[config.mk]
export PLATFORM = sky130hd
export DESIGN_NAME = uart_modem_ring_rts_read_port
export DESIGN_NICKNAME = d
export VERILOG_FILES = /design/src/hdl/uart_modem_pkg.sv /design/src/hdl/sync2.sv /design/src/hdl/uart_modem_ring_rts_read_port.sv
export VERILOG_INCLUDE_DIRS = /design/src /design/src/hdl
export SDC_FILE = /design/constraint.sdc
export NUM_CORES = 1
export LEC_CHECK = 0
export BUFFER_PORTS_ARGS = -buffer_cell sky130_fd_sc_hd__buf_2
export CAP_MARGIN = 15
export CORE_UTILIZATION = 45
export CTS_BUF_LIST = sky130_fd_sc_hd__clkbuf_4 sky130_fd_sc_hd__clkbuf_8
export DETAILED_ROUTE_END_ITERATION = 10
export PLACE_DENSITY = 0.82
export SLEW_MARGIN = 20
export SYNTH_ARGS = -nofsm -noshare
export SYNTH_HDL_FRONTEND = slang
export SYNTH_SLANG_ARGS = --single-unit
[constraint.sdc]
create_clock -name clk_sys -period 1.4 [get_ports clk_sys]
set_input_delay 0.07 -clock clk_sys [delete_from_list [all_inputs] [get_ports clk_sys]]
set_output_delay 0.07 -clock clk_sys [all_outputs]
set_load 0.03 [all_outputs]
[src/hdl/uart_modem_defines.svh]
// Purpose: Offsets, field positions and reset values of the modem port
// Assumes: Byte addresses on a 32-bit AXI4-Lite register bus
// Notes: Definitions only
`ifndef UART_MODEM_DEFINES_SVH
`define UART_MODEM_DEFINES_SVH

`define UM_OFF_CTRL 8'h00
`define UM_OFF_MSR 8'h04
`define UM_OFF_IRQ_STATUS 8'h08
`define UM_OFF_IRQ_MASK 8'h0c
`define UM_OFF_LINE_STATE 8'h10

`define UM_CTRL_RTS 1
`define UM_CTRL_LOOP 4
`define UM_CTRL_AUTO_RTS 5
`define UM_MSR_RING_EDGE 2
`define UM_MSR_RING 6
`define UM_IRQ_RING 0
`define UM_LS_RTS_ON 0
`define UM_LS_THRESH 1
`define UM_LS_LOOP 2

`define UM_RX_OVERSAMPLE 16
`define UM_RESP_OKAY 2'h0
`define UM_RESP_SLVERR 2'h2
`define UM_CTRL_RESET 8'h00
`define UM_IRQ_MASK_RESET 1'h0

`endif

[src/hdl/uart_modem_pkg.sv]
// Purpose: Types shared by the modem port and its bench
// Assumes: 8-bit AXI4-Lite byte address, 32-bit data
// Notes: Numbers live in uart_modem_defines.svh
package uart_modem_pkg;

	typedef struct packed {
		logic [7:0] awaddr;
		logic awvalid;
		logic [31:0] wdata;
		logic [3:0] wstrb;
		logic wvalid;
		logic bready;
		logic [7:0] araddr;
		logic arvalid;
		logic rready;
	} axil_req_t;

	typedef struct packed {
		logic awready;
		logic wready;
		logic bvalid;
		logic [1:0] bresp;
		logic arready;
		logic rvalid;
		logic [31:0] rdata;
		logic [1:0] rresp;
	} axil_rsp_t;

	typedef struct packed {
		logic rts_bit;
		logic loop_en;
		logic auto_rts;
		logic ring_trailing_edge_flag;
		logic ring_evt;
		logic irq_mask;
		logic aw_held;
		logic [7:0] awaddr;
		logic w_held;
		logic [7:0] wdata;
		logic wstrb0;
		logic awready;
		logic wready;
		logic bvalid;
		logic [1:0] bresp;
		logic arready;
		logic rvalid;
		logic [7:0] rdata;
		logic [1:0] rresp;
		logic ri_prev;
		logic rclk_prev;
		logic [7:0] rx_cnt;
		logic rx_tick;
		logic rd_prev;
		logic [7:0] pin_data;
		logic pin_oe;
		logic rts_n;
		logic irq;
	} state_t;

endpackage

[src/hdl/sync2.sv]
// Purpose: Two-flop synchroniser for a group of pin inputs
// Assumes: Inputs are asynchronous to clk_sys
// Notes: First stage is read only by the second
module sync2 #(
	parameter int W = 1,
	parameter logic [W-1:0] RST = '0
) (
	input wire logic clk_sys,
	input wire logic sys_rst,
	input wire logic [W-1:0] d,
	output logic [W-1:0] q
);
	logic [W-1:0] meta_r;

	always_ff @(posedge clk_sys) begin
		if (sys_rst) begin
			meta_r <= RST;
			q <= RST;
		end else begin
			meta_r <= d;
			q <= meta_r;
		end
	end
endmodule

[src/hdl/uart_modem_ring_rts_read_port.sv]
// Purpose: Ring indicator status, RTS control, pin read strobes, RX clock
// Assumes: 20 MHz clk_sys, synchronous active-high reset, AXI4-Lite
// Notes: All pins except rx_thresh_stop pass sync2 before use
//
// The AXI4-Lite interface to the registers and the register offsets were left to the implementer.
`include "uart_modem_defines.svh"

module uart_modem_ring_rts_read_port #(
	parameter int RX_OVERSAMPLE = `UM_RX_OVERSAMPLE
) (
	input wire logic clk_sys,
	input wire logic sys_rst,
	input uart_modem_pkg::axil_req_t axil_req,
	output uart_modem_pkg::axil_rsp_t axil_rsp,
	input wire logic rclk_in,
	input wire logic ring_ind_n,
	input wire logic rx_thresh_stop,
	input wire logic chip_sel,
	input wire logic read_strobe_low_n,
	input wire logic read_strobe_high,
	input wire logic [2:0] pin_addr,
	output logic [7:0] pin_data,
	output logic pin_data_oe,
	output logic rts_n,
	output logic irq,
	output logic rx_bit_tick
);
	import uart_modem_pkg::*;

	if (RX_OVERSAMPLE < 2 || RX_OVERSAMPLE > 256) begin : g_chk
		$error("RX_OVERSAMPLE must lie in 2..256");
	end

	state_t st;
	state_t n;
	logic [7:0] pins_s;
	logic rclk_s;
	logic ri_n_s;
	logic cs_s;
	logic rdl_n_s;
	logic rdh_s;
	logic [2:0] paddr_s;
	logic rclk_rise;
	logic ring_rise;
	logic rd_act;
	logic rd_start;
	logic [7:0] rd_val;
	logic pin_msr_rd;
	logic axi_rd;
	logic axi_msr_rd;
	logic wr_now;
	logic rd_hit;
	logic [7:0] axi_val;

	////////////////////////////////////////////////////////////////////////
	// Pin synchronisers

	sync2 #(
		.W(8),
		.RST(8'h50)
	) u_sync (
		.clk_sys(clk_sys),
		.sys_rst(sys_rst),
		.d({rclk_in, ring_ind_n, chip_sel, read_strobe_low_n,
			read_strobe_high, pin_addr}),
		.q(pins_s)
	);

	assign {rclk_s, ri_n_s, cs_s, rdl_n_s, rdh_s, paddr_s} = pins_s;

	////////////////////////////////////////////////////////////////////////
	// Register read view

	function automatic logic [8:0] reg_read(
		input logic [7:0] a,
		input state_t s,
		input logic ri_n,
		input logic thr
	);
		logic [7:0] v;
		logic hit;
		v = 8'h00;
		hit = 1'b1;
		case (a)
			`UM_OFF_CTRL: begin
				v[`UM_CTRL_RTS] = s.rts_bit;
				v[`UM_CTRL_LOOP] = s.loop_en;
				v[`UM_CTRL_AUTO_RTS] = s.auto_rts;
			end
			`UM_OFF_MSR: begin
				v[`UM_MSR_RING] = ~ri_n;
				v[`UM_MSR_RING_EDGE] = s.ring_trailing_edge_flag;
			end
			`UM_OFF_IRQ_STATUS: v[`UM_IRQ_RING] = s.ring_evt;
			`UM_OFF_IRQ_MASK: v[`UM_IRQ_RING] = s.irq_mask;
			`UM_OFF_LINE_STATE: begin
				v[`UM_LS_RTS_ON] = ~s.rts_n;
				v[`UM_LS_THRESH] = thr;
				v[`UM_LS_LOOP] = s.loop_en;
			end
			default: hit = 1'b0;
		endcase
		return {hit, v};
	endfunction

	////////////////////////////////////////////////////////////////////////
	// Next state

	assign rclk_rise = rclk_s & ~st.rclk_prev;
	assign ring_rise = ri_n_s & ~st.ri_prev;
	assign rd_act = cs_s & (~rdl_n_s | rdh_s);
	assign rd_start = rd_act & ~st.rd_prev;
	assign pin_msr_rd = rd_start & (8'({paddr_s, 2'b00}) == `UM_OFF_MSR);
	assign axi_rd = axil_req.arvalid & st.arready;
	assign axi_msr_rd = axi_rd & (axil_req.araddr == `UM_OFF_MSR);
	assign wr_now = st.aw_held & st.w_held & ~st.bvalid;
	assign rd_val = 8'(reg_read(8'({paddr_s, 2'b00}), st, ri_n_s,
		rx_thresh_stop));
	assign {rd_hit, axi_val} = reg_read(axil_req.araddr, st, ri_n_s,
		rx_thresh_stop);

	always_comb begin
		n = st;
		n.rx_tick = 1'b0;
		if (rclk_rise) begin
			if (st.rx_cnt == 8'(RX_OVERSAMPLE - 1)) begin
				n.rx_cnt = 8'h00;
				n.rx_tick = 1'b1;
			end else begin
				n.rx_cnt = st.rx_cnt + 8'h01;
			end
		end
		n.rclk_prev = rclk_s;
		n.ri_prev = ri_n_s;

		n.rd_prev = rd_act;
		n.pin_oe = rd_act;
		if (rd_start) begin
			n.pin_data = rd_val;
		end

		if (st.awready & axil_req.awvalid) begin
			n.aw_held = 1'b1;
			n.awaddr = axil_req.awaddr;
		end
		if (st.wready & axil_req.wvalid) begin
			n.w_held = 1'b1;
			n.wdata = axil_req.wdata[7:0];
			n.wstrb0 = axil_req.wstrb[0];
		end
		if (st.bvalid & axil_req.bready) begin
			n.bvalid = 1'b0;
		end
		if (wr_now) begin
			n.aw_held = 1'b0;
			n.w_held = 1'b0;
			n.bvalid = 1'b1;
			n.bresp = `UM_RESP_OKAY;
			case (st.awaddr)
				`UM_OFF_CTRL: begin
					if (st.wstrb0) begin
						n.rts_bit = st.wdata[`UM_CTRL_RTS];
						n.loop_en = st.wdata[`UM_CTRL_LOOP];
						n.auto_rts = st.wdata[`UM_CTRL_AUTO_RTS];
					end
				end
				`UM_OFF_IRQ_STATUS: begin
					if (st.wstrb0 & st.wdata[`UM_IRQ_RING]) begin
						n.ring_evt = 1'b0;
					end
				end
				`UM_OFF_IRQ_MASK: begin
					if (st.wstrb0) begin
						n.irq_mask = st.wdata[`UM_IRQ_RING];
					end
				end
				`UM_OFF_MSR, `UM_OFF_LINE_STATE: n.bresp = `UM_RESP_OKAY;
				default: n.bresp = `UM_RESP_SLVERR;
			endcase
		end
		n.awready = ~n.aw_held & ~n.bvalid;
		n.wready = ~n.w_held & ~n.bvalid;

		if (st.rvalid & axil_req.rready) begin
			n.rvalid = 1'b0;
		end
		if (axi_rd) begin
			n.rvalid = 1'b1;
			n.rdata = axi_val;
			n.rresp = rd_hit ? `UM_RESP_OKAY : `UM_RESP_SLVERR;
		end
		n.arready = ~n.rvalid;

		if (pin_msr_rd | axi_msr_rd) begin
			n.ring_trailing_edge_flag = 1'b0;
		end
		if (ring_rise) begin
			n.ring_trailing_edge_flag = 1'b1;
			n.ring_evt = 1'b1;
		end
		n.irq = n.ring_evt & n.irq_mask;
		n.rts_n = ~(n.rts_bit & ~n.loop_en
			& ~(n.auto_rts & rx_thresh_stop));
	end

	always_ff @(posedge clk_sys) begin
		if (sys_rst) begin
			st <= '0;
			st.rts_bit <= 1'(`UM_CTRL_RESET >> `UM_CTRL_RTS);
			st.irq_mask <= `UM_IRQ_MASK_RESET;
			st.ri_prev <= 1'b1;
			st.rts_n <= 1'b1;
		end else begin
			st <= n;
		end
	end

	////////////////////////////////////////////////////////////////////////
	// Outputs

	assign axil_rsp = '{
		awready: st.awready,
		wready: st.wready,
		bvalid: st.bvalid,
		bresp: st.bresp,
		arready: st.arready,
		rvalid: st.rvalid,
		rdata: {24'h000000, st.rdata},
		rresp: st.rresp
	};
	assign pin_data = st.pin_data;
	assign pin_data_oe = st.pin_oe;
	assign rts_n = st.rts_n;
	assign irq = st.irq;
	assign rx_bit_tick = st.rx_tick;

	////////////////////////////////////////////////////////////////////////
	// Checks

	a_rx_tick_div: assert property (@(posedge clk_sys) disable iff (sys_rst)
		rclk_rise && st.rx_cnt == 8'(RX_OVERSAMPLE - 1) |=> rx_bit_tick
		&& st.rx_cnt == 8'h00)
		else $error("bit tick missing after full rclk count");

	a_rx_tick_only: assert property (@(posedge clk_sys) disable iff (sys_rst)
		!rclk_rise |=> !rx_bit_tick && $stable(st.rx_cnt))
		else $error("bit tick without rclk edge");

	a_pin_read_data: assert property (@(posedge clk_sys)
		disable iff (sys_rst)
		rd_start |=> pin_data_oe && pin_data == $past(rd_val))
		else $error("pin read did not present register");

	a_pin_idle_off: assert property (@(posedge clk_sys) disable iff (sys_rst)
		!rd_act |=> !pin_data_oe)
		else $error("pin data driven without strobe");

	a_msr_ring_level: assert property (@(posedge clk_sys)
		disable iff (sys_rst)
		axi_msr_rd |=> axil_rsp.rvalid
		&& axil_rsp.rdata[`UM_MSR_RING] == !$past(ri_n_s))
		else $error("ring level wrong in status read");

	a_ring_edge_set: assert property (@(posedge clk_sys) disable iff (sys_rst)
		ring_rise |=> st.ring_trailing_edge_flag ##1
		(st.ring_trailing_edge_flag || $past(pin_msr_rd || axi_msr_rd)))
		else $error("ring edge flag not set");

	a_ring_irq: assert property (@(posedge clk_sys) disable iff (sys_rst)
		ring_rise && st.irq_mask && !wr_now |=> irq)
		else $error("enabled ring edge gave no interrupt");

	a_rts_active: assert property (@(posedge clk_sys) disable iff (sys_rst)
		st.rts_bit && !st.loop_en
		&& !(st.auto_rts && $past(rx_thresh_stop)) |-> !rts_n)
		else $error("rts not active with bit set");

	a_rts_forced_off: assert property (@(posedge clk_sys) disable iff (sys_rst)
		!st.rts_bit || st.loop_en |-> rts_n)
		else $error("rts active while cleared or looped");

	a_rts_after_reset: assert property (@(posedge clk_sys)
		sys_rst |=> rts_n && !irq)
		else $error("rts or irq active after reset");

	a_auto_rts_stop: assert property (@(posedge clk_sys) disable iff (sys_rst)
		st.auto_rts && rx_thresh_stop && !wr_now |=> rts_n)
		else $error("threshold stop did not lift rts");

	a_msr_read_clear: assert property (@(posedge clk_sys)
		disable iff (sys_rst)
		axi_msr_rd && !ring_rise |=> !st.ring_trailing_edge_flag)
		else $error("status read left ring edge flag set");

endmodule

==> results of run 1 <==
==> worst max path at each step <==
| stage | startpoint | endpoint | slack [ns] | cells past startpoint |
|---|---|---|---|---|
| global placement | st[50] | st[64] | 0.05 | 5 |
| CTS | st[56] | irq | 0.006 | 4 |
| finish | st[53] | irq | 0.01 | 5 |
| global route | st[50] | st[63] | -0.07 | 5 |
| detailed placement | st[50] | irq | 0.009 | 4 |
| floorplan | st[50] | rts_n | 0.1 | 4 |
==> power by group through the flow <==
stage          clock network (mW)  registers, mW  logic [mW]
2_1_floorplan                   0           2.14       0.390
3_3_place_gp                    0           2.15       0.422
3_5_place_dp                    0           2.15       0.428
4_1_cts                      1.66           2.10       0.485
5_1_grt                      1.73           2.12       0.539
6_report                     1.61           2.11       0.492
==> synthesized netlist by cell type (all sizes together) (6+ instances only) <==
library cell   n
nor2b         20
nand2         44
a21oi         22
buf           50
nand4b         6
dfxtp         70
clkbuf        10
nand3         12
nor3           9
mux2i          6
nor2          31
==> critical path, cell delays in order (launching register included) <==
cell	delay, ns
dfxtp_1	0.39
buf_4	0.16
and4b_1	0.22
nand4b_1	0.19
a211oi_2	0.24
a31o_2	0.13
==> metal layers <==
layer  part of all wire (%)  routed length, um  global-route usage, %
met4                    1.2                 69                   5.49
met5                      0                  0                      0
met3                    6.5                375                   6.10
met2                     49               2870                   29.3
met1                     43               2490                   21.1
==> cell type report <==
class                      count  area share, %
clock buffer                  10           3.54
multi-input combinational    238           36.8
tap                           77           2.59
timing repair buffer          94           16.9
inverter                       4          0.404
clock inverter                 6           1.92
sequential                    70           37.8
==> logic make-up after synthesis <==
logic type      after synthesis
mux                           8
flops                        70
fa+ha+maj                     1
buf+inv                      64
compound gates               38
simple gates                154
xor+xnor                      7
other cells                   1
==> metrics by stage <==
stage          setup TNS [ns]  total power, mW  setup WS (ns)
6_report                    0             4.21        0.00966
5_1_grt                -0.214             4.39        -0.0672
4_1_cts                     0             4.25        0.00552
3_5_place_dp                0             2.58        0.00893
3_3_place_gp                0             2.57         0.0516
2_1_floorplan               0             2.53         0.0974
==> what timing repair did <==
| item | CTS | global route |
|---|---|---|
| hold buffers | 22 | 0 |
| endpoints found under the setup margin | 3 | 10 |
| setup buffers | 2 | 0 |
| endpoints found under the hold margin | 23 | 0 |
| gates resized for setup | 3 | 8 |
| pin swaps | 4 | 5 |
==> registers in the layout, indices dropped and copies added, names as in the netlist <==
signal	flops
rx_bit_tick	1
u_sync.meta_r	8
pin_data	6
irq	1
axil_rsp	13
pin_data_oe	1
st	31
rts_n	1
u_sync.q	8
==> reports/results.ini, run 1 <==
[outcome]
status = finished, violations left
violations = design-rule violations

[min_path]
min_path_cells = 4
min_to = axil_rsp[38]
hold_start = axil_req[10]
hold_path_class = input port to register

[detailed_routing]
viasPerCell = 4.89
vias = 2439
drc = 8
ant_nets = 0
drtIter0Drc = 128
routed_wl_um = 5800
drt-wirelength-per-cell_um = 11.6
firstDrtPassIters = 7

[floorplan]
core_mm2 = 0.00642
io_pins = 121
rows = 29
dieArea_mm2 = 0.00710
die_h_um = 84.3
start_util_pct = 47.4
die_w_um = 84.3

[cts]
clk_pin_slew_ns = 0.08
clk-insertion-delay-late_ns = 0.34
htree_num_levels = 3
clockBufferDepth = 2
cts_tree = built
root_buffer = clkbuf_8
clock-sinks = 70
cts_buffers = 9

[critical_path]
cp_data_arrival_time_ns = 1.68
crit_path_max_fanout = 5
startpoint_type = register
rr_endpoint = irq
crit_type = register to register
regToRegStartpoint = st[53]
reg2reg_depth = 5
worstPathRequired_ns = 1.69
cp-end-kind = register
reg2reg_slack_ns = 0.01

[power_and_ir_drop]
ir_worst_vdd_v = 0.000685
pwr-share-seq_pct = 50.1
comb_power_share_pct = 11.7
p_sw_mw = 1.10
internal_power_mw = 3.11
power.share.clock_pct = 38.2
swShare_pct = 26.2
p_per_area_mw_per_mm2 = 1130
p_leak_nw = 1.60

[cells_and_area]
drive_above_1_share_pct = 25.6
regArea_mm2 = 0.00140
multi_input_area_mm2 = 0.00137
layout_commonest_cell = dfxtp_1
final-instance-count-excl-fill = 499
layout_common_cells = dfxtp_1 (68), buf_2 (59), nand2_1 (44)
fill_cells = 558
antennaDiodeCount = 0
nets = 486
syn_to_final_growth_pct = 22.0
fin_util_pct = 57.8
design_area_mm2 = 0.00371

[global_routing]
grt_max_degree = 24
track_usage_pct = 17.5
antenna_found_initial = 0
grt.overflow.total = 0
first_global_vias = 2226
grt_pass1_wl_um = 10000

[yosys]
synth_xor_area_share_pct = 2.01
syn_area_mm2 = 0.00304
yosysWarnings = 0
synth_edf_count = 0
ys.flop_type = dfxtp_1
ys_ff_latch = 70
synth_top_area_share_pct = 46.0
synth_top_family_by_area = simple AND/OR/NAND/NOR gates
synth_area_leaders = dfxtp_1 (46%), buf_4 (12%), nand2_1 (5.4%)
yosys.area.top_type = dfxtp_1
synth_cells = 343
yosysUniqueCellTypes = 44
seq_area_frac_synth_pct = 46.0
ys_async_sr_fraction_pct = 0
synth_compound_area_share_pct = 7.69
syn_avg_cell_area_um2 = 8.88
synthAdderAreaFrac_pct = 0.411
synthSimpleGateAreaFrac_pct = 27.0
yosys-mux-area-fraction_pct = 2.71

[placement]
placed_cell_area_mm2 = 0.00323
hpwlAfterDp_um = 4100
place_congestion = 0.778
portBuffers = 59
dp.cells = 459

[sta]
grt_setup_unrepaired = true
finalMaxSlewViolations = 0
setup_viol = 0
max_freq_mhz = 719
holdWs_ns = 0.0341
skew_ns = 0.00876
post-route-min-period_ns = 1.39
finalHoldViolations = 0
fin_crit_sh_pct = 99.3

[job]
drv_cap = 0

No activity file was read; power rests on OpenSTA's default activity.
==> inputs of run 2 (changes only) <==
CORE_UTILIZATION = 50   (was 45)
PLACE_DENSITY = 0.8   (was 0.82)
clock period = 1.44 ns   (was 1.4 ns; I/O delays follow)
==> reports/results.ini, run 2 (same netlist as run 1, synthesis figures left out) <==
[outcome]
status = finished, final reports clean

[floorplan]
start_util_pct = 51.7  ; +4.3 points
core_mm2 = 0.00589  ; -8.4%
io_pins = 121  ; unchanged
rows = 28  ; -3.4%
die_w_um = 80.0  ; -5.0%
dieArea_mm2 = 0.00640  ; -9.8%
die_h_um = 80.0  ; -5.0%

[power_and_ir_drop]
p_per_area_mw_per_mm2 = 1130  ; about the same
pwr-share-seq_pct = 48.9  ; -1.2 points
swShare_pct = 24.4  ; -1.8 points
p_leak_nw = 1.60  ; +0.35%
ir_worst_vdd_v = 0.000782  ; +14%
power.share.clock_pct = 39.9  ; +1.7 points
p_sw_mw = 1.02  ; -7.4%
internal_power_mw = 3.16  ; +1.8%
comb_power_share_pct = 11.1  ; -0.6 points

[placement]
portBuffers = 59  ; unchanged
place_congestion = 0.805  ; +3.4%
hpwlAfterDp_um = 3920  ; -4.4%
place_ws_ns = -0.00329  ; -0.0122 ns

[sta]
holdWs_ns = 0.0539  ; +0.0198 ns
post-route-min-period_ns = 1.42  ; +0.0344 ns
setup_viol = 0  ; unchanged
worst_slack_ns = 0.0153  ; +0.00562 ns
finalHoldViolations = 0  ; unchanged
max_freq_mhz = 702  ; -2.4%
fin_crit_sh_pct = 98.9  ; -0.37 points
skew_ns = 0.00665  ; -0.00211 ns
finalMaxSlewViolations = 0  ; unchanged
grt_setup_unrepaired = true

[critical_path]
worstPathCellList = nor4_4, nand4b_1, a211oi_2, a31o_2
path_depth = 4  ; -1
cp-end-kind = register
worstPathRequired_ns = 1.73  ; +0.04 ns
regToRegStartpoint = st[56]
cp-endpoint = irq
rr_endpoint = irq
reg2reg_depth = 4  ; -1
cp_top_family = simple AND/OR/NAND/NOR gates
crit_type = register to register
startpoint_type = register
crit_path_max_fanout = 3  ; -2
slowest_delay_ns = 0.41  ; +0.02 ns
critPathBufInv = 0  ; -1
slowest_stage = nor4_4
cp_data_arrival_time_ns = 1.72  ; +0.04 ns
cp-startpoint = st[56]
reg2reg_slack_ns = 0.02  ; about the same

[cells_and_area]
antennaDiodeCount = 0  ; unchanged
nets = 485  ; -0.21%
syn_to_final_growth_pct = 21.2
layout_commonest_cell = dfxtp_1
largest_reg_flops = 31  ; unchanged
layout_common_cells = dfxtp_1 (68), buf_2 (59), nand2_1 (44)
drive_above_1_share_pct = 25.2  ; -0.41 points
max_flop_register = st

[detailed_routing]
drt-wirelength-per-cell_um = 11.8  ; +1.6%
routed_wl_um = 5860  ; +0.96%
wl_met1_um = 2570  ; +3.2%
met3_length_um = 289  ; -23%
drtIter0Drc = 91  ; -29%
viasPerCell = 4.85  ; -0.67%
vias = 2408  ; -1.3%
met2_wirelength_um = 2850  ; -0.56%
drc = 0  ; -8
ant_nets = 0  ; unchanged
firstDrtPassIters = 4  ; -3
routed.top_layer = met4

[min_path]
hold_path_class = input port to register

[job]
drv_cap = 0  ; unchanged

[cts]
root_buffer = clkbuf_8
clock-sinks = 70  ; unchanged
clockBufferDepth = 2  ; unchanged
htree_num_levels = 3  ; unchanged
clk-insertion-delay-late_ns = 0.34  ; about the same
clk_pin_slew_ns = 0.07  ; about the same
cts_buffers = 9  ; unchanged
cts_tree = built

[global_routing]
grt_max_degree = 19  ; -21%
first_global_vias = 2158  ; -3.1%
antenna_found_initial = 0  ; unchanged
grt_pass1_wl_um = 9340  ; -6.9%
track_usage_pct = 19.5  ; +2.0 points
grt.overflow.total = 0  ; unchanged

[run 2: cell types whose count changed in the layout (fill, tap and decap cells not counted), sizes merged]
cell,change
inv,-1
buf,-1
clkbuf,+3
clkinvlp,-2
[run 2: per-layer routing]
layer / track usage (%) / vias to the layer above
li1: - / 1229
met1: 22.7 / 1089
met2: 32.2 / 78
met3: 5.26 / 12
met4: 10.9 / 0
met5: 0 / -
[run 2: worst min path at each step]
| stage | slack, ns | endpoint | depth (start not counted) | start |
|---|---|---|---|---|
| 6_report | 0.05 | st[41] | 3 | axil_req[11] |
| 5_1_grt | 0.04 | st[41] | 3 | axil_req[11] |
| 4_1_cts | 0.03 | st[41] | 3 | axil_req[11] |
| 3_5_place_dp | 0.26 | u_sync.meta_r[6] | 2 | ring_ind_n |
| 3_3_place_gp | 0.26 | u_sync.meta_r[6] | 2 | ring_ind_n |
| 2_1_floorplan | 0.18 | u_sync.meta_r[4] | 1 | read_strobe_low_n |
[run 2: repair_timing]
item | in CTS | in global routing
hold buffers | 22 | 0
endpoints found under the hold margin | 23 | 0
cloned | 0 | 0
endpoints found under the setup margin | 1 | 7
gates resized for setup | 1 | 7
buffers inserted | 0 | 1
pin swaps | 0 | 8
[run 2: metrics by stage]
step | power, mW | cells | utilization (%) | cell area, um^2 | TNS [ns]
floorplan | 2.46 | 372 | - | 3150 | 0
global placement | 2.49 | 457 | 54.6 | 3210 | 0
detailed placement | 2.50 | 457 | 54.6 | 3210 | -0.00329
CTS | 4.21 | 495 | 62.2 | 3660 | 0
global route | 4.36 | 496 | 62.7 | 3690 | -0.0492
finish | 4.18 | 496 | 62.7 | 3690 | 0
[run 2: area by class of cell]
| class | count | area (um^2) |
|---|---|---|
| Timing Repair Buffer | 93 | 606 |
| Fill cell | 507 | 2190 |
| Sequential cell | 70 | 1400 |
| Multi-Input combinational cell | 238 | 1350 |
| Inverter | 4 | 15.0 |
| Clock buffer | 13 | 179 |
| Clock inverter | 3 | 40.0 |
| Tap cell | 75 | 93.8 |
[run 2: worst register-to-register path, delay by kind of cell, from the launching register on]
| family | cells | cell delay (ns) |
|---|---|---|
| compound gates | 2 | 0.38 |
| flops | 1 | 0.34 |
| simple gates | 2 | 0.66 |
[run 2: power by group through the flow]
stage | sequential [mW] | clock, mW | combinational, mW
2_1_floorplan | 2.08 | 0 | 0.379
3_5_place_dp | 2.09 | 0 | 0.412
4_1_cts | 2.04 | 1.70 | 0.462
6_report | 2.05 | 1.67 | 0.466
3_3_place_gp | 2.09 | 0 | 0.405
5_1_grt | 2.05 | 1.80 | 0.508
